==> src/rtl/osc_ctrl_pkg.sv <==
package osc_ctrl_pkg;
  // ---------------------------------------------------------------
  // register offsets
  // ---------------------------------------------------------------
  localparam logic [7:0] OFF_CTRL = 8'h00;
  localparam logic [7:0] OFF_FDIV = 8'h04;
  localparam logic [7:0] OFF_SPRE = 8'h08;
  localparam logic [7:0] OFF_PCTL = 8'h0C;
  localparam logic [7:0] OFF_PRAT = 8'h10;
  localparam logic [7:0] OFF_PPRE = 8'h14;
  localparam logic [7:0] OFF_IEN = 8'h18;
  localparam logic [7:0] OFF_IFLG = 8'h1C;
  localparam logic [7:0] OFF_STAT = 8'h20;
  localparam logic [7:0] OFF_PMUL = 8'h24;
  // ---------------------------------------------------------------
  // field layouts and reset values
  // ---------------------------------------------------------------
  typedef struct packed {
    logic failEvEn;
    logic switch_back_enable;
    logic cfdEn;
    logic extOnDem;
    logic extStdby;
    logic extEn;
    logic fastOnDem;
    logic fastStdby;
    logic fastEn;
  } ctrl_t;
  localparam ctrl_t CTRL_RST = 9'h001;
  typedef struct packed {
    logic [1:0] out_prescale;
    logic [3:0] frac;
    logic [11:0] ratioInt;
    logic [2:0] lockTime;
    logic lockBypass;
    logic fastWakeup;
    logic [1:0] refSel;
    logic enable;
  } pll_cfg_t;
  localparam pll_cfg_t PLL_RST = 26'h0000000;
  localparam logic [1:0] REF_SLOW = 2'h0;
  localparam logic [1:0] REF_EXT = 2'h1;
  localparam logic [1:0] REF_GEN = 2'h2;
  localparam logic [3:0] FDIV_RST = 4'hB;
  localparam logic [2:0] FSTUP_RST = 3'h7;
  localparam int IRQ_FRDY = 0;
  localparam int IRQ_FAIL = 1;
  typedef enum logic [3:0] {
    P_OFF = 4'h1, P_START = 4'h2, P_ACQ = 4'h4, P_RUN = 4'h8
  } pll_st_t;
  // ---------------------------------------------------------------
  // timing
  // ---------------------------------------------------------------
  localparam int CLK_NS = 20;
  localparam int FSTUP_STEP_NS = 1000;
  localparam int FSTUP_STEP_CYC = (FSTUP_STEP_NS + CLK_NS - 1) / CLK_NS;
  localparam int SYNC_NS = 60;
  localparam int SYNC_CYC = (SYNC_NS + CLK_NS - 1) / CLK_NS;
  localparam int STOP_NS = 160;
  localparam int STOP_CYC = (STOP_NS + CLK_NS - 1) / CLK_NS;
  localparam int EXT_STUP_US = 100;
  localparam int EXT_STUP_CYC = (EXT_STUP_US * 1000 + CLK_NS - 1) / CLK_NS;
  localparam int LOCK_STEP_US = 100;
  localparam int LOCK_STEP_CYC = (LOCK_STEP_US * 1000) / CLK_NS;
endpackage

==> src/rtl/osc_ctrl_clock_fail_pll.sv <==
// The AHB-Lite interface to the registers and the placing of the registers were left to the implementer.
`timescale 1ns/1ps
// Notes on behaviour
// failure swaps external clock for safe clock and sets switched flag
// switching leaves the external oscillator enabled
// writing switch-back enable returns to external clock; hw clears it
// safe clock is fast oscillator divided by two to the prescale
// failure event only when enabled and not already switched
// detector follows external sleep rules; its flag wakes the device
// fast enable starts/stops it; clock out only when ready
// software checks ready is zero before enabling the fast oscillator
// fast oscillator enabled after reset at its reset divider
// fast run follows enable, on-demand, standby and requests
// fast output masked for start-up delay; then ready is set
// ready rising sets a flag raising interrupt when enabled
// software uses divider above zero with short start-up delays
// software keeps fast osc running until divider sync clears
// pll reference is slow crystal, external osc or generic clock
// pll ratio is integer plus one plus fraction over sixteen
// pll output held low while disabled
// zero fraction means integer mode, otherwise fractional mode
// pll enable change sets sync pending; clears on edge or stop
// non-zero lock time gives timed lock, zero uses core lock
// first output edge at lock, timer end, or start-up if fast wakeup
// after first edge output stops on lost lock unless bypassed
// fail unless ext rise and fall seen in every four safe periods
// no failure reported until external start-up time elapsed
// switching back to ext is glitch free; the move to safe waits only for safe clock low while fail is set, not for ext low
module osc_ctrl_clock_fail_pll
  import osc_ctrl_pkg::*;
#(
  parameter int EXT_STUP = EXT_STUP_CYC,
  parameter int LOCK_STEP = LOCK_STEP_CYC
)(
  // clock and reset
  input wire logic mclk,
  input wire logic resetn,
  // ahb-lite slave
  input wire logic hsel,
  input wire logic [31:0] haddr,
  input wire logic [1:0] htrans,
  input wire logic hwrite,
  input wire logic [2:0] hsize,
  input wire logic hready,
  input wire logic [31:0] hwdata,
  output logic [31:0] hrdata,
  output logic hreadyout,
  output logic hresp,
  // oscillator pins and core
  input wire logic extOscClk,
  input wire logic fastOscClk,
  input wire logic pllRawClk,
  input wire logic pllCoreLock,
  // sleep and peripheral requests
  input wire logic standby,
  input wire logic extReq,
  input wire logic fastReq,
  // outputs
  output logic monClk,
  output logic failEvent,
  output logic extOscRun,
  output logic fastOscRun,
  output logic [3:0] fastOscDiv,
  output logic fastOscClkOut,
  output pll_cfg_t pllCfg,
  output logic pllFracMode,
  output logic pllGatedClk,
  output logic irq
);
  if (EXT_STUP < 1 || EXT_STUP > 65535 || LOCK_STEP < 1
      || LOCK_STEP > 9362)
  begin : g_badParam
    $error("count parameter out of range");
  end
  // ---------------------------------------------------------------
  // pin synchronisers
  // ---------------------------------------------------------------
  localparam int NS = 4;
  logic [NS-1:0] pinIn;
  logic [NS-1:0] s1;
  logic [NS-1:0] s2;
  logic [NS-1:0] s3;
  assign pinIn = {pllCoreLock, pllRawClk, fastOscClk, extOscClk};
  for (genvar i = 0; i < NS; i++)
  begin : g_sync
    always_ff @(posedge mclk)
    begin
      if (!resetn)
      begin
        s1[i] <= 1'b0;
        s2[i] <= 1'b0;
        s3[i] <= 1'b0;
      end
      else
      begin
        s1[i] <= pinIn[i];
        s2[i] <= s1[i];
        s3[i] <= s2[i];
      end
    end
  end
  logic extS, fastS, rawS, lockS;
  logic extRise, extFall, fastRise, rawRise;
  assign {lockS, rawS, fastS, extS} = s2;
  assign extRise = s2[0] & ~s3[0];
  assign extFall = ~s2[0] & s3[0];
  assign fastRise = s2[1] & ~s3[1];
  assign rawRise = s2[2] & ~s3[2];

  function automatic logic runRule(logic en, logic stdbyRun,
                                   logic onDem, logic req);
    if (!en)
      return 1'b0;
    if (standby && !stdbyRun)
      return req;
    return onDem ? req : 1'b1;
  endfunction
  // ---------------------------------------------------------------
  // state
  // ---------------------------------------------------------------
  ctrl_t ctrl_r, ctrl_nxt;
  pll_cfg_t pll_r, pll_nxt;
  logic [3:0] fdiv_r, fdiv_nxt;
  logic [2:0] fstup_r, fstup_nxt;
  logic [2:0] spre_r, spre_nxt;
  logic [1:0] ien_r, ien_nxt, iflg_r, iflg_nxt;
  logic wrPend_r, wrPend_nxt;
  logic [7:0] wAddr_r, wAddr_nxt;
  logic [31:0] rdata_r, rdata_nxt;
  logic [15:0] extCnt_r, extCnt_nxt, fCnt_r, fCnt_nxt;
  logic [1:0] win_r, win_nxt;
  logic sawR_r, sawR_nxt, sawF_r, sawF_nxt;
  logic fail_r, fail_nxt, sw_r, sw_nxt;
  logic selSafe_r, selSafe_nxt, monClk_r, monClk_nxt;
  logic [7:0] dCnt_r, dCnt_nxt;
  logic safe_r, safe_nxt, safeD_r;
  logic ev_r, ev_nxt, fRdy_r, fRdy_nxt, fClk_r, fClk_nxt;
  logic [1:0] fSync_r, fSync_nxt;
  pll_st_t st_r, st_nxt;
  logic [15:0] lt_r, lt_nxt;
  logic [3:0] idle_r, idle_nxt;
  logic pBusy_r, pBusy_nxt, pClk_r, pClk_nxt, frac_r, frac_nxt;
  logic irq_r, irq_nxt;
  logic acq_r, acq_nxt;

  logic wr, addrOk;
  logic extRun, fastRun, extDone, cfdAct, failSet, swDone;
  logic pEnChg, lock, gate;
  logic [15:0] fTarget;
  logic [16:0] mult;
  assign wr = wrPend_r;
  assign addrOk = hsel & hready & htrans[1];
  // ---------------------------------------------------------------
  // register file
  // ---------------------------------------------------------------
  always_comb
  begin
    ctrl_nxt = ctrl_r;
    pll_nxt = pll_r;
    fdiv_nxt = fdiv_r;
    fstup_nxt = fstup_r;
    spre_nxt = spre_r;
    ien_nxt = ien_r;
    iflg_nxt = iflg_r;
    pEnChg = 1'b0;
    wrPend_nxt = addrOk & hwrite;
    wAddr_nxt = addrOk ? haddr[7:0] : wAddr_r;
    if (swDone)
      ctrl_nxt.switch_back_enable = 1'b0;
    if (wr)
    begin
      unique case (wAddr_r)
        OFF_CTRL: ctrl_nxt = hwdata[8:0];
        OFF_FDIV:
        begin
          fdiv_nxt = hwdata[3:0];
          fstup_nxt = hwdata[10:8];
        end
        OFF_SPRE: spre_nxt = hwdata[2:0];
        OFF_PCTL:
        begin
          pEnChg = hwdata[0] != pll_r.enable;
          pll_nxt.enable = hwdata[0];
          if (hwdata[2:1] != 2'h3)
            pll_nxt.refSel = hwdata[2:1];
          pll_nxt.fastWakeup = hwdata[3];
          pll_nxt.lockBypass = hwdata[4];
          pll_nxt.lockTime = hwdata[7:5];
        end
        OFF_PRAT:
        begin
          pll_nxt.ratioInt = hwdata[11:0];
          pll_nxt.frac = hwdata[19:16];
        end
        OFF_PPRE: pll_nxt.out_prescale = hwdata[1:0];
        OFF_IEN: ien_nxt = hwdata[1:0];
        OFF_IFLG: iflg_nxt = iflg_r & ~hwdata[1:0];
        default: ;
      endcase
    end
    // set beats clear
    if (fRdy_nxt && !fRdy_r)
      iflg_nxt[IRQ_FRDY] = 1'b1;
    if (failSet)
      iflg_nxt[IRQ_FAIL] = 1'b1;
    irq_nxt = |(iflg_r & ien_r);
    mult = {pll_r.ratioInt + 13'h0001, pll_r.frac};
    rdata_nxt = 32'h00000000;
    if (addrOk && !hwrite)
    begin
      unique case (haddr[7:0])
        OFF_CTRL: rdata_nxt[8:0] = ctrl_r;
        OFF_FDIV: rdata_nxt[10:0] = {fstup_r, 4'h0, fdiv_r};
        OFF_SPRE: rdata_nxt[2:0] = spre_r;
        OFF_PCTL: rdata_nxt[7:0] = pll_r[7:0];
        OFF_PRAT: rdata_nxt[19:0] = {pll_r.frac, 4'h0, pll_r.ratioInt};
        OFF_PPRE: rdata_nxt[1:0] = pll_r.out_prescale;
        OFF_IEN: rdata_nxt[1:0] = ien_r;
        OFF_IFLG: rdata_nxt[1:0] = iflg_r;
        OFF_STAT: rdata_nxt[6:0] = {frac_r, pBusy_r, |fSync_r,
                                    lock, sw_r, fail_r, fRdy_r};
        OFF_PMUL: rdata_nxt[16:0] = mult;
        default: ;
      endcase
    end
  end
  // ---------------------------------------------------------------
  // clock fail detector and switch
  // ---------------------------------------------------------------
  always_comb
  begin
    extRun = runRule(ctrl_r.extEn, ctrl_r.extStdby,
                     ctrl_r.extOnDem, extReq);
    extCnt_nxt = extCnt_r;
    if (!extRun)
      extCnt_nxt = 16'h0000;
    else if (extCnt_r != EXT_STUP[15:0])
      extCnt_nxt = extCnt_r + 16'h0001;
    extDone = extCnt_r == EXT_STUP[15:0];
    cfdAct = ctrl_r.cfdEn & extRun & extDone;
    win_nxt = win_r;
    sawR_nxt = sawR_r | extRise;
    sawF_nxt = sawF_r | extFall;
    fail_nxt = fail_r;
    if (!cfdAct)
    begin
      win_nxt = 2'h0;
      sawR_nxt = 1'b0;
      sawF_nxt = 1'b0;
      fail_nxt = 1'b0;
    end
    else if (safe_r && !safeD_r)
    begin
      win_nxt = win_r + 2'h1;
      if (win_r == 2'h3)
      begin
        fail_nxt = !(sawR_nxt && sawF_nxt);
        sawR_nxt = 1'b0;
        sawF_nxt = 1'b0;
      end
    end
    failSet = fail_nxt & ~fail_r;
    // clear of switch_back_enable waits for the mux to really land on ext
    swDone = ctrl_r.switch_back_enable & sw_r & ~selSafe_r & ~failSet;
    sw_nxt = failSet | (sw_r & ~swDone);
    ev_nxt = failSet & ctrl_r.failEvEn & ~sw_r;
    selSafe_nxt = selSafe_r;
    // change select only while both sources are low; an ext clock
    // stuck high after failure must not hold off the move to safe
    if (!safe_r && (!extS || (fail_r && !selSafe_r)))
      selSafe_nxt = sw_r & ~ctrl_r.switch_back_enable;
    monClk_nxt = selSafe_r ? safe_r : extS;
  end
  // ---------------------------------------------------------------
  // fast oscillator and safe clock divider
  // ---------------------------------------------------------------
  always_comb
  begin
    fastRun = runRule(ctrl_r.fastEn, ctrl_r.fastStdby,
                      ctrl_r.fastOnDem, fastReq);
    fTarget = 16'(({13'h0000, fstup_r} + 16'h0001)
                  * FSTUP_STEP_CYC);
    fCnt_nxt = fCnt_r;
    if (!fastRun)
      fCnt_nxt = 16'h0000;
    // compare by magnitude: a shorter delay written while running
    // must not send the count round the whole range
    else if (fCnt_r < fTarget)
      fCnt_nxt = fCnt_r + 16'h0001;
    fRdy_nxt = fastRun & (fCnt_r >= fTarget);
    fClk_nxt = fRdy_r & fastS;
    fSync_nxt = (fSync_r == 2'h0) ? 2'h0 : fSync_r - 2'h1;
    if (wr && wAddr_r == OFF_FDIV && hwdata[3:0] != fdiv_r)
      fSync_nxt = 2'(SYNC_CYC);
    dCnt_nxt = (fRdy_r && fastRise) ? dCnt_r + 8'h01 : dCnt_r;
    safe_nxt = (spre_r == 3'h0) ? fastS
             : dCnt_r[spre_r - 3'h1];
  end
  // ---------------------------------------------------------------
  // pll gating
  // ---------------------------------------------------------------
  always_comb
  begin
    st_nxt = st_r;
    lt_nxt = (lt_r != 16'h0000) ? lt_r - 16'h0001 : lt_r;
    lock = pll_r.enable & ((pll_r.lockTime == 3'h0) ? lockS
         : (st_r != P_OFF && lt_r == 16'h0000));
    unique case (st_r)
      P_OFF:
        if (pll_r.enable)
        begin
          st_nxt = P_START;
          lt_nxt = 16'(pll_r.lockTime * LOCK_STEP);
        end
      P_START:
        if (!pll_r.enable)
          st_nxt = P_OFF;
        else if (rawRise)
          st_nxt = pll_r.fastWakeup ? P_RUN : P_ACQ;
      P_ACQ:
        if (!pll_r.enable)
          st_nxt = P_OFF;
        else if (lock)
          st_nxt = P_RUN;
      P_RUN:
        if (!pll_r.enable)
          st_nxt = P_OFF;
    endcase
    // before the first acquisition (fast wakeup) lock does not gate
    acq_nxt = (st_r != P_OFF) & (acq_r | lock);
    gate = pll_r.enable & (st_r == P_RUN)
         & (pll_r.lockBypass | lock | ~acq_r);
    pClk_nxt = gate & rawS;
    idle_nxt = rawRise ? 4'h0
             : (idle_r == 4'(STOP_CYC)) ? idle_r : idle_r + 4'h1;
    pBusy_nxt = pBusy_r;
    if (pBusy_r && pll_r.enable && rawRise)
      pBusy_nxt = 1'b0;
    if (pBusy_r && !pll_r.enable && idle_r == 4'(STOP_CYC))
      pBusy_nxt = 1'b0;
    if (pEnChg)
      pBusy_nxt = 1'b1;
    frac_nxt = pll_r.frac != 4'h0;
  end
  // ---------------------------------------------------------------
  // registers
  // ---------------------------------------------------------------
  always_ff @(posedge mclk)
  begin
    if (!resetn)
    begin
      ctrl_r <= CTRL_RST;
      pll_r <= PLL_RST;
      fdiv_r <= FDIV_RST;
      fstup_r <= FSTUP_RST;
      spre_r <= 3'h0;
      ien_r <= 2'h0;
      iflg_r <= 2'h0;
      wrPend_r <= 1'b0;
      wAddr_r <= 8'h00;
      rdata_r <= 32'h00000000;
      extCnt_r <= 16'h0000;
      fCnt_r <= 16'h0000;
      win_r <= 2'h0;
      sawR_r <= 1'b0;
      sawF_r <= 1'b0;
      fail_r <= 1'b0;
      sw_r <= 1'b0;
      selSafe_r <= 1'b0;
      monClk_r <= 1'b0;
      dCnt_r <= 8'h00;
      safe_r <= 1'b0;
      safeD_r <= 1'b0;
      ev_r <= 1'b0;
      fRdy_r <= 1'b0;
      fClk_r <= 1'b0;
      fSync_r <= 2'h0;
      st_r <= P_OFF;
      lt_r <= 16'h0000;
      idle_r <= 4'h0;
      pBusy_r <= 1'b0;
      pClk_r <= 1'b0;
      acq_r <= 1'b0;
      frac_r <= 1'b0;
      irq_r <= 1'b0;
      extOscRun <= 1'b0;
      fastOscRun <= 1'b0;
      fastOscDiv <= FDIV_RST;
    end
    else
    begin
      ctrl_r <= ctrl_nxt;
      pll_r <= pll_nxt;
      fdiv_r <= fdiv_nxt;
      fstup_r <= fstup_nxt;
      spre_r <= spre_nxt;
      ien_r <= ien_nxt;
      iflg_r <= iflg_nxt;
      wrPend_r <= wrPend_nxt;
      wAddr_r <= wAddr_nxt;
      rdata_r <= rdata_nxt;
      extCnt_r <= extCnt_nxt;
      fCnt_r <= fCnt_nxt;
      win_r <= win_nxt;
      sawR_r <= sawR_nxt;
      sawF_r <= sawF_nxt;
      fail_r <= fail_nxt;
      sw_r <= sw_nxt;
      selSafe_r <= selSafe_nxt;
      monClk_r <= monClk_nxt;
      dCnt_r <= dCnt_nxt;
      safe_r <= safe_nxt;
      safeD_r <= safe_r;
      ev_r <= ev_nxt;
      fRdy_r <= fRdy_nxt;
      fClk_r <= fClk_nxt;
      fSync_r <= fSync_nxt;
      st_r <= st_nxt;
      lt_r <= lt_nxt;
      idle_r <= idle_nxt;
      pBusy_r <= pBusy_nxt;
      pClk_r <= pClk_nxt;
      acq_r <= acq_nxt;
      frac_r <= frac_nxt;
      irq_r <= irq_nxt;
      extOscRun <= extRun;
      fastOscRun <= fastRun;
      fastOscDiv <= fdiv_r;
    end
  end
  assign hrdata = rdata_r;
  assign hreadyout = resetn | ~resetn;
  assign hresp = 1'b0;
  assign monClk = monClk_r;
  assign failEvent = ev_r;
  assign fastOscClkOut = fClk_r;
  assign pllCfg = pll_r;
  assign pllFracMode = frac_r;
  assign pllGatedClk = pClk_r;
  assign irq = irq_r;
endmodule // osc_ctrl_clock_fail_pll

==> config.mk <==
export PLATFORM = sky130hd
export DESIGN_NAME = osc_ctrl_clock_fail_pll
export DESIGN_NICKNAME = d
export VERILOG_FILES = /design/src/rtl/osc_ctrl_pkg.sv /design/src/rtl/osc_ctrl_clock_fail_pll.sv
export SDC_FILE = /design/constraint.sdc
export NUM_CORES = 1
export LEC_CHECK = 0
export BUFFER_PORTS_ARGS = -buffer_cell sky130_fd_sc_hd__buf_2
export CAP_MARGIN = 5
export CELL_PAD_IN_SITES_DETAIL_PLACEMENT = 0
export CELL_PAD_IN_SITES_GLOBAL_PLACEMENT = 1
export CORE_MARGIN = 1.5
export CORE_UTILIZATION = 40
export CTS_BUF_LIST = sky130_fd_sc_hd__clkbuf_2 sky130_fd_sc_hd__clkbuf_4 sky130_fd_sc_hd__clkbuf_8
export CTS_CLUSTER_DIAMETER = 80
export DETAILED_ROUTE_END_ITERATION = 12
export PLACE_DENSITY = 0.81
export REMOVE_ABC_BUFFERS = 1
export SLEW_MARGIN = 20
export SYNTH_ARGS = -nofsm -noshare
export SYNTH_HDL_FRONTEND = slang
export SYNTH_SLANG_ARGS = --single-unit
==> constraint.sdc <==
create_clock -name mclk -period 3.96 [get_ports mclk]
set_clock_uncertainty 0.15 [all_clocks]
set_input_delay 0.198 -clock mclk [delete_from_list [all_inputs] [get_ports mclk]]
set_output_delay 0.198 -clock mclk [all_outputs]
set_load 0.05 [all_outputs]
## Word level (Yosys, flattened, before mapping)

Cells that the tools add are included.

| operators by class | value |
|---|---|
| shift operators | 0 |
| $mul | 2 |
| bitwise logic cells | 45 |
| reduce and logical (&&, ||, !) cells | 59 |
| add/sub/neg operators | 10 |
| div/mod/pow operators | 0 |
| equal/unequal tests | 32 |
| muxes and demuxes | 58 |
| order comparisons | 3 |

Operators with widths:

| kind | count |
|---|---|
| == test 8 x 5 -> 1 bit, second input constant | 8 |
| two-way mux 16 bit | 3 |
| two-way mux 1 bit | 33 |
| adder 16 x 1 -> 16 bit, second input constant | 2 |
| == test 8 x 4 -> 1 bit, second input constant | 4 |
| two-way mux 4 bit | 7 |
| AND reduction 2 bit | 13 |
| bitwise AND 1 bit | 24 |
| one-hot mux 4 bit (6 select lines) | 1 |
| one-hot mux 2 bit (10 select lines) | 1 |
| == test 16 x 13 -> 1 bit, second input constant | 1 |
| == test 8 x 3 -> 1 bit, second input constant | 2 |
| == test 8 x 6 -> 1 bit, second input constant | 2 |
| >= comparator 16 x 10 -> 1 bit | 1 |
| logical AND 1 bit | 16 |
| zero test 16 bit | 1 |
| zero test 8 bit | 2 |
| < comparator 16 x 10 -> 1 bit | 1 |
| two-way mux 8 bit | 2 |
| inequality test 16 x 13 -> 1 bit, second input constant | 1 |
| one-hot mux 4 bit (4 select lines) | 1 |
| nonzero test 16 bit | 1 |
| subtractor 16 x 1 -> 16 bit, second input constant | 1 |
| adder 12 x 1 -> 13 bit, second input constant | 1 |
| 39 further kinds | 80 |

| word-level totals | value |
|---|---|
| output and inout port bits | 72 |
| word-level logic and storage cells | 275 |
| latch bits | 0 |
| input port bits | 81 |
| memories | 0 |
| bits in registers | 191 |
| bits in writable memories | 0 |
| memory bits (read-only) | 0 |

## Depth between registers and ports, before layout

Gate-level depths: netlist (run 1).

| depth | value |
|---|---|
| depth after elaboration | 15 |
| depth in mapped cells | 15 |
| gate-level depth less buffers | 14 |

## Worst setup path before layout (run 1)

No wires, ideal clock.

| timing path | value |
|---|---|
| path type | reg2reg |
| start point | register fstup_r[0] |
| end point | register fCnt_r[9] |
| setup time | 0.070 ns |
| path slack | 0.553 ns |
| clock period less this slack | 3.407 ns |
| buffers on the path | 1 |
| required time | 3.740 ns |
| data arrival time | 3.187 ns |
| stages on the path, launching flop included | 14 |
| cell sequence | dfxtp_1 -> ha_1 -> xnor2_1 -> ha_1 -> inv_1 -> ha_1 -> xnor2_1 -> ha_1 -> a21oi_1 -> o21ai_0 -> o21ba_2 -> clkbuf_1 -> or4b_2 -> a21oi_1 |

| between the ends | value |
|---|---|
| word-level cells in the longest chain between the ends | 3 |

Ends and longest elaborated chain:

| what | RTL line | RTL |
|---|---|---|
| start: declaration | osc_ctrl_clock_fail_pll.sv:124 | `logic [2:0] fstup_r, fstup_nxt;` |
| start signal: assignment | osc_ctrl_clock_fail_pll.sv:395 | `fstup_r <= fstup_nxt;` |
| adder 3 x 1 -> 4 bit | osc_ctrl_clock_fail_pll.sv:281 | `fTarget = 16'(({13'h0000, fstup_r} + 16'h0001)` |
| multiplier 4 x 5 -> 9 bit | osc_ctrl_clock_fail_pll.sv:282 | `* FSTUP_STEP_CYC);` |
| < comparator 16 x 10 -> 1 bit | osc_ctrl_clock_fail_pll.sv:288 | `else if (fCnt_r < fTarget)` |
| end signal: assignment | osc_ctrl_clock_fail_pll.sv:403 | `fCnt_r <= fCnt_nxt;` |
| end: declaration | osc_ctrl_clock_fail_pll.sv:130 | `logic [15:0] extCnt_r, extCnt_nxt, fCnt_r, fCnt_nxt;` |

Every way passes these cells.
A chain may end at the register's enable or synchronous reset.

## Worst setup path in the final report (run 1)

Same ends and word-level chain as after synthesis.

==> metrics.csv, run 1 <==
metric,value,unit
status,finished clean,
final net count,1211,
Die Area,22600,um^2
"Min Clock Period, post-route",3590,ps
clk root buf,clkbuf_8,
Worst-Margin Slew,948,ps
Max-cap violations,0,
PwrDens,409,nW/um^2
"Top FF cell, synth",dfxtp_1,
Initial DRC Count,495,
Post-Synthesis Cell Area,8670,um^2
clk_lat worst skew,470,ps
final setup vio count,0,
Critical Path RT,4210,ps
Post-Route Utilization,0.473,
drt wl/cell,15.8,um
Max IR drop VDD,0.205,mV
Clock Power Share,0.322,
"commonest non-fill, non-tap cell in the layout",dfxtp_1,
Final Hold Fails,0,
Seq pwr share,0.489,
Yosys warning total,0,
grt total ovfl,0,
compound-cell area share of the yosys netlist,0.118,
postcts setup bufs,0,
GRT Total Usage,0.200,
Startpoint Class,register,
cell mode on critical path,ha_1,
buffer and inverter count on the worst path,1,
Routed Antenna Nets,0,
via count,7277,
max-slew violation count,0,
Ports,153,
"Seq/Total Area, Yosys",0.413,
most frequent cells in the layout,"179 x dfxtp_1, 117 x nor2_1, 94 x buf_2",
simple-gate portion of the synthesized area,0.234,
Cells after Synth,991,
DPL Wire Length,15500,um
DIE WIDTH,150,um
Final Instance Count excl. Fillers,1378,
Int Pwr,0.00288,W
setup slack after placement,439,ps
Post-Route Setup TNS,0,ps
clock tree buffer depth,2,
# diodes,0,
Min Hold Slack,46.5,ps
critical path type,register to register,
Worst Hold Class,input port to register,
# fillers,2033,
CTS tree,built,
area share of fa/ha/maj cells after synthesis,0.0560,
antenna violations before repair,0,
largest family of logic cells by synthesized area,simple AND/OR/NAND/NOR gates,
post-synthesis mux area share,0.0671,
port bufs,94,
CP Cell Sequence,ha_1 > xnor2_1 > ha_1 > inv_1 > ha_1 > ha_1 > a21oi_1 > xor2_1 > ha_1 > nand4_1 > o21ba_2 > or4b_2 > a21oi_1,
slew margin rel.,0.362,
Initial Util,0.410,
CP arrival,3850,ps
Num CTS Buffers,17,
Via density,5.28,
Post-synth ARST share,0,
slowest CP cell,or4b_2,
Leak,4.01,nW
Area Overhead vs Synth,15.4,%
combinational share of power,0.189,
Net Sw Frac,0.297,
H-tree levels,4,
Final GP Congestion,0.809,
Post-Synth XOR/XNOR Area,0.0616,
Worst-path clk slew,100,ps
net switching power,0.00121,W
Crit Path Max Fanout,22,
Tcrit/Tclk final,0.907,
RSZ-0062 raised after global routing,no,
WL final,21800,um
syn avg cell area,8.75,um^2
placeable core area,21200,um^2
Post-Place Cells,1322,
CTS Sinks,179,
Reg2Reg Setup Slack,370,ps
cell family with most CP delay,adder cells,
PostCTS Resize Cnt,0,
count of cell types in the netlist,72,
share of cells above drive strength 1,0.140,
detailed-route DRC error count,0,
Die Ht,150,um
"flops & latches, synth",179,
DRT Pass-1 Iters,5,
first-pass GRT wire length,35400,um
pin count of the biggest net entering global routing,54,
final setup margin,367,ps
crit end category,register,
fmax,0.278,GHz
# rows,53,
vias in the first global route,6808,
number of synthesized flops with an enable pin,0,
Crit path largest cell delay,640,ps
## sequential cells by signal, indices dropped and copies added, names as in the netlist, 4 cells and up
register	count
ctrl_r	9
dCnt_r	8
extCnt_r	16
fCnt_r	16
fastOscDiv	4
fdiv_r	4
hrdata	20
idle_r	4
lt_r	16
pllCfg	26
s1	4
st_r	4
wAddr_r	8
## logic make-up after synthesis
family | count (synthesis)
flip-flops | 179
AND/OR/NAND/NOR | 400
buffers and inverters | 97
adder cells (fa/ha/maj) | 37
XOR/XNOR | 61
other | 2
multiplexers | 55
AO/OA/AOI/OAI | 160
## final cells by class
class	count	area (um^2)	area share
Multi-Input combinational cell	728	4720	0.472
Sequential cell	179	3580	0.358
Timing Repair Buffer	132	823	0.0823
Tap cell	275	344	0.0344
Clock buffer	20	269	0.0269
Clock inverter	9	133	0.0133
Inverter	35	131	0.0131
## final timing paths
path | cells past startpoint | startpoint | endpoint
worst max-delay path | 13 | fstup_r[0] | fCnt_r[9]
worst min-delay path | 3 | resetn | pllCfg[18]
worst max register to register | 13 | fstup_r[0] | fCnt_r[9]
worst min register to register | 1 | s1[2] | rawS
## power groups by stage
stage	Sequential, W	Combinational (W)	Clock [W]
global placement	0.00204	0.000746	0
global route	0.00202	0.000873	0.00143
detailed placement	0.00204	0.000755	0
CTS	0.00200	0.000779	0.00135
floorplan	0.00202	0.000580	0
finish	0.00200	0.000776	0.00132
## synthesized netlist by cell type (all sizes together), types with 16 or more instances
master  number  share of area
o21ai       35          0.020
buf         19          0.015
and3        16          0.012
and2        25          0.018
nand2       70          0.030
nor3        18          0.010
ha          34          0.049
mux2i       48          0.055
dfxtp      179           0.41
a21oi       51          0.029
nor2       118          0.052
xnor2       31          0.031
nand3       53          0.031
inv         34          0.015
clkbuf      43          0.019
xor2        30          0.030
## layer usage
metal	global-route usage	wire length, um
met5	0	0
met3	0.0445	1260
met2	0.317	9720
met4	0.0593	369
met1	0.271	10500
## stage by stage
step | total power [W] | cell area, um^2
6_report | 0.00409 | 10000
5_1_grt | 0.00432 | 10000
4_1_cts | 0.00412 | 10000
3_5_place_dp | 0.00279 | 9340
3_3_place_gp | 0.00278 | 9340
2_1_floorplan | 0.00260 | 8430
## worst min-delay path, stage by stage
cell and delay, ps:
buf_2 90, inv_2 180, nor2_1 150
## timing repair
action | 4_1_cts | 5_1_grt
hold buffers | 27 | 0
hold endpoints to repair | 51 | 0
endpoints found under the setup margin | 0 | 0
No activity file was read; power rests on OpenSTA's default activity.
==> inputs of run 2 (changes only) <==
--- a/config.mk
+++ b/config.mk
@@ -10,12 +10,12 @@
 export CELL_PAD_IN_SITES_DETAIL_PLACEMENT = 0
 export CELL_PAD_IN_SITES_GLOBAL_PLACEMENT = 1
 export CORE_MARGIN = 1.5
-export CORE_UTILIZATION = 40
+export CORE_UTILIZATION = 25
 export CTS_BUF_LIST = sky130_fd_sc_hd__clkbuf_2 sky130_fd_sc_hd__clkbuf_4 sky130_fd_sc_hd__clkbuf_8
-export CTS_CLUSTER_DIAMETER = 80
 export DETAILED_ROUTE_END_ITERATION = 12
-export PLACE_DENSITY = 0.81
+export PLACE_DENSITY = 0.57
 export REMOVE_ABC_BUFFERS = 1
+export SETUP_SLACK_MARGIN = 0.4
 export SLEW_MARGIN = 20
 export SYNTH_ARGS = -nofsm -noshare
 export SYNTH_HDL_FRONTEND = slang
==> run 2 against run 1 <==
Effect of this change: utilization decreased by 17 points; critical path depth increased by 1; first-iteration DRC count decreased by 31%.
==> metrics.csv, run 2 (synthesis gave the netlist of run 1 again) <==
metric,value,unit,change
status,finished clean,,
Max IR drop VDD,0.221,mV,+7.6%
Worst Hold Class,input port to register,,
H-tree levels,4,,unchanged
share of cells above drive strength 1,0.150,,+0.0106
Initial Util,0.252,,-0.158
post-route cell area,10300,um^2,+3.4%
clock tree buffer depth,2,,unchanged
Tcrit/Tclk final,0.844,,-0.0628
Die Area,35800,um^2,+59%
first-pass GRT wire length,39000,um,+10%
Post-Place Cells,1506,,+14%
max-slew violation count,0,,unchanged
final setup vio count,0,,unchanged
# diodes,0,,unchanged
FF-to-FF End,fCnt_r[4],,
Worst-Margin Slew,794,ps,-154 ps
CTS Sinks,179,,unchanged
WL final,25000,um,+14%
Ports,153,,unchanged
reg-to-reg startpoint,fstup_r[0],,
Leak,4.07,nW,+1.4%
Post-DP Area,9590,um^2,+2.7%
Max-cap violations,0,,unchanged
slew margin rel.,0.466,,+0.103
Via density,4.59,,-13%
CTS tree,built,,
Critical Path RT,4210,ps,about the same
"commonest non-fill, non-tap cell in the layout",dfxtp_1,,
# fillers,3671,,+81%
# rows,68,,+28%
Reg2Reg Setup Slack,620,ps,+250 ps
PwrDens,405,nW/um^2,-0.91%
"Min Clock Period, post-route",3340,ps,-249 ps
crit end category,register,,
Startpoint Class,register,,
most frequent cells in the layout,"177 x dfxtp_1, 117 x nor2_1, 94 x buf_2",,
met2 WL,11300,um,+16%
Post-Route Setup TNS,0,ps,unchanged
GRT Total Usage,0.139,,-0.0604
final total power,0.00419,W,+2.4%
DIE WIDTH,189,um,+26%
final setup margin,616,ps,+249 ps
Largest register FFs,26,,unchanged
detailed-route DRC error count,0,,unchanged
grt total ovfl,0,,unchanged
Crit. Startpoint,fstup_r[0],,
via count,7185,,-1.3%
placeable core area,34400,um^2,+62%
Final GP Congestion,0.780,,-3.6%
clk root buf,clkbuf_8,,
Final Hold Fails,0,,unchanged
drt wl/cell,15.9,um,+0.64%
DPL Wire Length,17900,um,+15%
crit path capture,fCnt_r[4],,
postcts setup bufs,0,,unchanged
DRT Pass-1 Iters,7,,+2
CP arrival,3590,ps,-260 ps
wire length on met1,12600,um,+20%
final net count,1217,,+0.50%
antenna violations before repair,0,,unchanged
clk_lat worst skew,470,ps,about the same
vias in the first global route,6942,,+2.0%
Crit Path Max Fanout,20,,-9.1%
RSZ-0062 raised after global routing,no,,
critical path type,register to register,,
DR WL met3,825,um,-35%
pin count of the biggest net entering global routing,42,,-22%
Max Used Layer,met4,,
port bufs,94,,unchanged
Routed Antenna Nets,0,,unchanged
Num CTS Buffers,17,,unchanged
Worst-path clk slew,100,ps,about the same
Initial DRC Count,341,,-31%
setup slack after placement,451,ps,+11.8 ps
fmax,0.299,GHz,+7.4%
Die Ht,189,um,+26%
Final Instance Count excl. Fillers,1567,,+14%
Reg2Reg Depth,14,,+1
Area Overhead vs Synth,19.3,%,
run 2: changes by cell type in the layout (fill, tap and decap cells not counted), sizes merged:
cell	before	now
dlygate4sd3	27	28
o21ba	2	3
buf	105	109
clkinvlp	2	0
inv	34	39
run 2: area by class of cell:
type                            count  area (um^2)  area share
Clock inverter                     12          168      0.0162
Tap cell                          455          569      0.0550
Multi-Input combinational cell    729         4750       0.460
Inverter                           35          131      0.0127
Timing Repair Buffer              137          863      0.0835
Clock buffer                       20          269      0.0260
Sequential cell                   179         3590       0.347
run 2: report_power, final:
part           internal (W)  switching (W)
combinational      0.000330       0.000458
clock              0.000680       0.000719
sequential          0.00190       0.000109
run 2: worst min path at each step:
stage / endpoint / startpoint / slack (ps) / cells after the start
after CTS: wAddr_r[2] / haddr[2] / 60 / 3
after detailed placement: s1[3] / pllCoreLock / 260 / 2
final: wAddr_r[2] / haddr[2] / 110 / 3
after global placement: s1[3] / pllCoreLock / 250 / 2
after global routing: hrdata[7] / resetn / 100 / 4
after floorplan: ctrl_r[0] / resetn / 110 / 1
run 2: per-stage QoR:
| step | hold slack, ps | util |
|---|---|---|
| 6_report | 108 | 0.301 |
| 5_1_grt | 95.8 | 0.301 |
| 4_1_cts | 62.1 | 0.300 |
| 3_5_place_dp | 263 | 0.279 |
| 3_3_place_gp | 254 | 0.279 |
| 2_1_floorplan | 110 | - |
run 2: what timing repair did:
item	4_1_cts	5_1_grt
hold buffers	28	0
setup endpoints to repair	0	10
gates resized for setup	0	9
hold endpoints to repair	58	0
run 2: critical path, cell delays in order (launching register included):
cell and delay, ps:
dfxtp_4 380, ha_1 230, xnor2_1 150, ha_1 290
inv_1 50, ha_1 190, ha_1 180, a21oi_2 120
xor2_1 170, ha_1 280, a21oi_2 130, nand3_1 100
buf_4 230, or4_1 470, a21oi_1 150
run 2: routing by layer:
| metal | up-vias | track usage |
|---|---|---|
| li1 | 3666 | - |
| met1 | 3387 | 0.192 |
| met2 | 114 | 0.223 |
| met3 | 18 | 0.0243 |
| met4 | 0 | 0.0388 |
| met5 | - | 0 |
==> inputs of run 3 (changes only) <==
==> constraint.sdc (replaced) <==
create_clock -name mclk -period 3.1 [get_ports mclk]
set_clock_uncertainty 0.15 [all_clocks]
set_input_delay 0.155 -clock mclk [delete_from_list [all_inputs] [get_ports mclk]]
set_output_delay 0.155 -clock mclk [all_outputs]
set_load 0.05 [all_outputs]
==> run 3 against run 2 <==
Effect of this change: the flow now finishes with violations (negative setup slack); sequential share of layout area is 1.4 points lower; utilization is 1.3 points higher; power is 27% higher; die area stayed put; first-iteration DRC count is 8.8% lower; non-clock buffer count is 28 higher; global-route usage is 0.56 points higher; largest cell class unchanged.
==> metrics.csv, run 3 (synthesis gave the netlist of run 1 again) <==
metric,value,unit,change
status,"finished, violations left",,
failing checks,negative setup slack,,
Ports,153,,unchanged
Reg2Reg Depth,14,,unchanged
most frequent cells in the layout,"175 x dfxtp_1, 115 x nor2_1, 94 x buf_2",,
Worst-Margin Slew,707,ps,-87.3 ps
# rows,68,,unchanged
drt wl/cell,15.9,um,-0.41%
placeable core area,34400,um^2,unchanged
Worst Hold Class,input port to register,,
vias in the first global route,7157,,+3.1%
critical path type,register to register,,
detailed-route DRC error count,0,,unchanged
max-slew violation count,0,,unchanged
Initial DRC Count,311,,-8.8%
grt total ovfl,0,,unchanged
setup slack after placement,-186,ps,-637 ps
Startpoint Class,register,,
final setup vio count,7,,+7
clk_lat worst skew,490,ps,+20 ps
# diodes,0,,unchanged
RSZ-0062 raised after global routing,yes,,
clk root buf,clkbuf_8,,
"Min Clock Period, post-route",3130,ps,-217 ps
CTS Sinks,179,,unchanged
Tcrit/Tclk final,1.01,,+0.164
H-tree levels,4,,unchanged
DRT Pass-1 Iters,5,,-2
clock tree buffer depth,2,,unchanged
met3 usage,0.0250,,+0.000741
Worst-path clk slew,100,ps,about the same
Max IR drop VDD,0.223,mV,+1.2%
Critical Path RT,3380,ps,-830 ps
Via density,4.58,,about the same
final net count,1245,,+2.3%
Final Hold Fails,0,,unchanged
share of cells above drive strength 1,0.197,,+0.0472
Area Overhead vs Synth,24.2,%,
antenna violations before repair,0,,unchanged
Max-cap violations,0,,unchanged
Final Instance Count excl. Fillers,1595,,+1.8%
Leak,4.23,nW,+4.1%
final total power,0.00533,W,+27%
CTS tree,built,,
port bufs,94,,unchanged
Die Area,35800,um^2,unchanged
first-pass GRT wire length,40600,um,+4.0%
Post-Place Cells,1525,,+1.3%
Die Ht,189,um,unchanged
via count,7312,,+1.8%
PwrDens,495,nW/um^2,+22%
final setup margin,-27.3,ps,-643 ps
slew margin rel.,0.524,,+0.0588
met1 Use GR,0.203,,+0.0107
Routed Antenna Nets,0,,unchanged
crit end category,register,,
Num CTS Buffers,17,,unchanged
"commonest non-fill, non-tap cell in the layout",dfxtp_1,,
WL final,25300,um,+1.4%
Largest register FFs,26,,unchanged
DIE WIDTH,189,um,unchanged
CP arrival,3400,ps,-190 ps
Crit Path Max Fanout,6,,-70%
grt met2 use,0.228,,+0.00481
Final GP Congestion,0.771,,-1.1%
GRT Total Usage,0.145,,+0.00564
fmax,0.320,GHz,+6.9%
GR peak layer,met2,,
Initial Util,0.252,,unchanged
Min-Delay Path Depth,3,,unchanged
pin count of the biggest net entering global routing,44,,+4.8%
DPL Wire Length,18300,um,+2.4%
-- run 3: layout make-up --
class,instances,area [um^2]
Fill cell,3645,23600
Multi-Input combinational cell,729,4960
Sequential cell,179,3590
Timing Repair Buffer,165,1110
Tap cell,455,569
Clock buffer,17,234
Clock inverter,15,186
Inverter,35,131
-- run 3: what timing repair did --
action                                  CTS  global route
gates resized for setup                  42            14
pin swaps                                29             7
cloned                                    3             0
setup buffers                             3             1
endpoints found under the setup margin   14            15
hold endpoints to repair                 72             0
hold buffers                             31             0
-- run 3: critical path: stages, from the launching register on --
cell,delay (ps)
dfxtp_2,350
ha_4,180
xnor2_4,150
ha_4,280
inv_2,40
ha_4,150
ha_4,150
a21oi_2,110
xor2_1,170
ha_1,270
nand4_1,150
o21ba_4,200
buf_6,120
or4_1,480
a21oi_2,120
-- run 3: final timing paths --
check | slack (ps) | startpoint | to
worst max-delay path | -30 | fstup_r[1] | fCnt_r[2]
worst min-delay path | 50 | haddr[2] | wAddr_r[2]
worst max register to register | -30 | fstup_r[1] | fCnt_r[2]
worst min register to register | 290 | s1[0] | extS
-- run 3: power by group --
part	switching (W)	leakage [nW]	internal (W)
clock network	0.000978	0.212	0.000756
registers	0.000137	1.45	0.00242
logic	0.000600	2.57	0.000436
total	0.00171	4.23	0.00362
-- run 3: layer usage --
metal  vias up  routed length, um
met5         -                  0
met4         0                362
met3        23                833
met2       124              11300
met1      3451              12800
li1       3714                  -
-- run 3: through the flow --
step / hold WS [ps] / utilization / setup TNS [ps] / cell area, um^2
5_1_grt: 62.4 / 0.313 / -1710 / 10800
6_report: 53.3 / 0.313 / -82.0 / 10800
4_1_cts: 11.4 / 0.312 / 0 / 10700
3_3_place_gp: 213 / 0.283 / -1150 / 9730
2_1_floorplan: 66.9 / - / -4110 / 8430
3_5_place_dp: 217 / 0.283 / -1550 / 9730
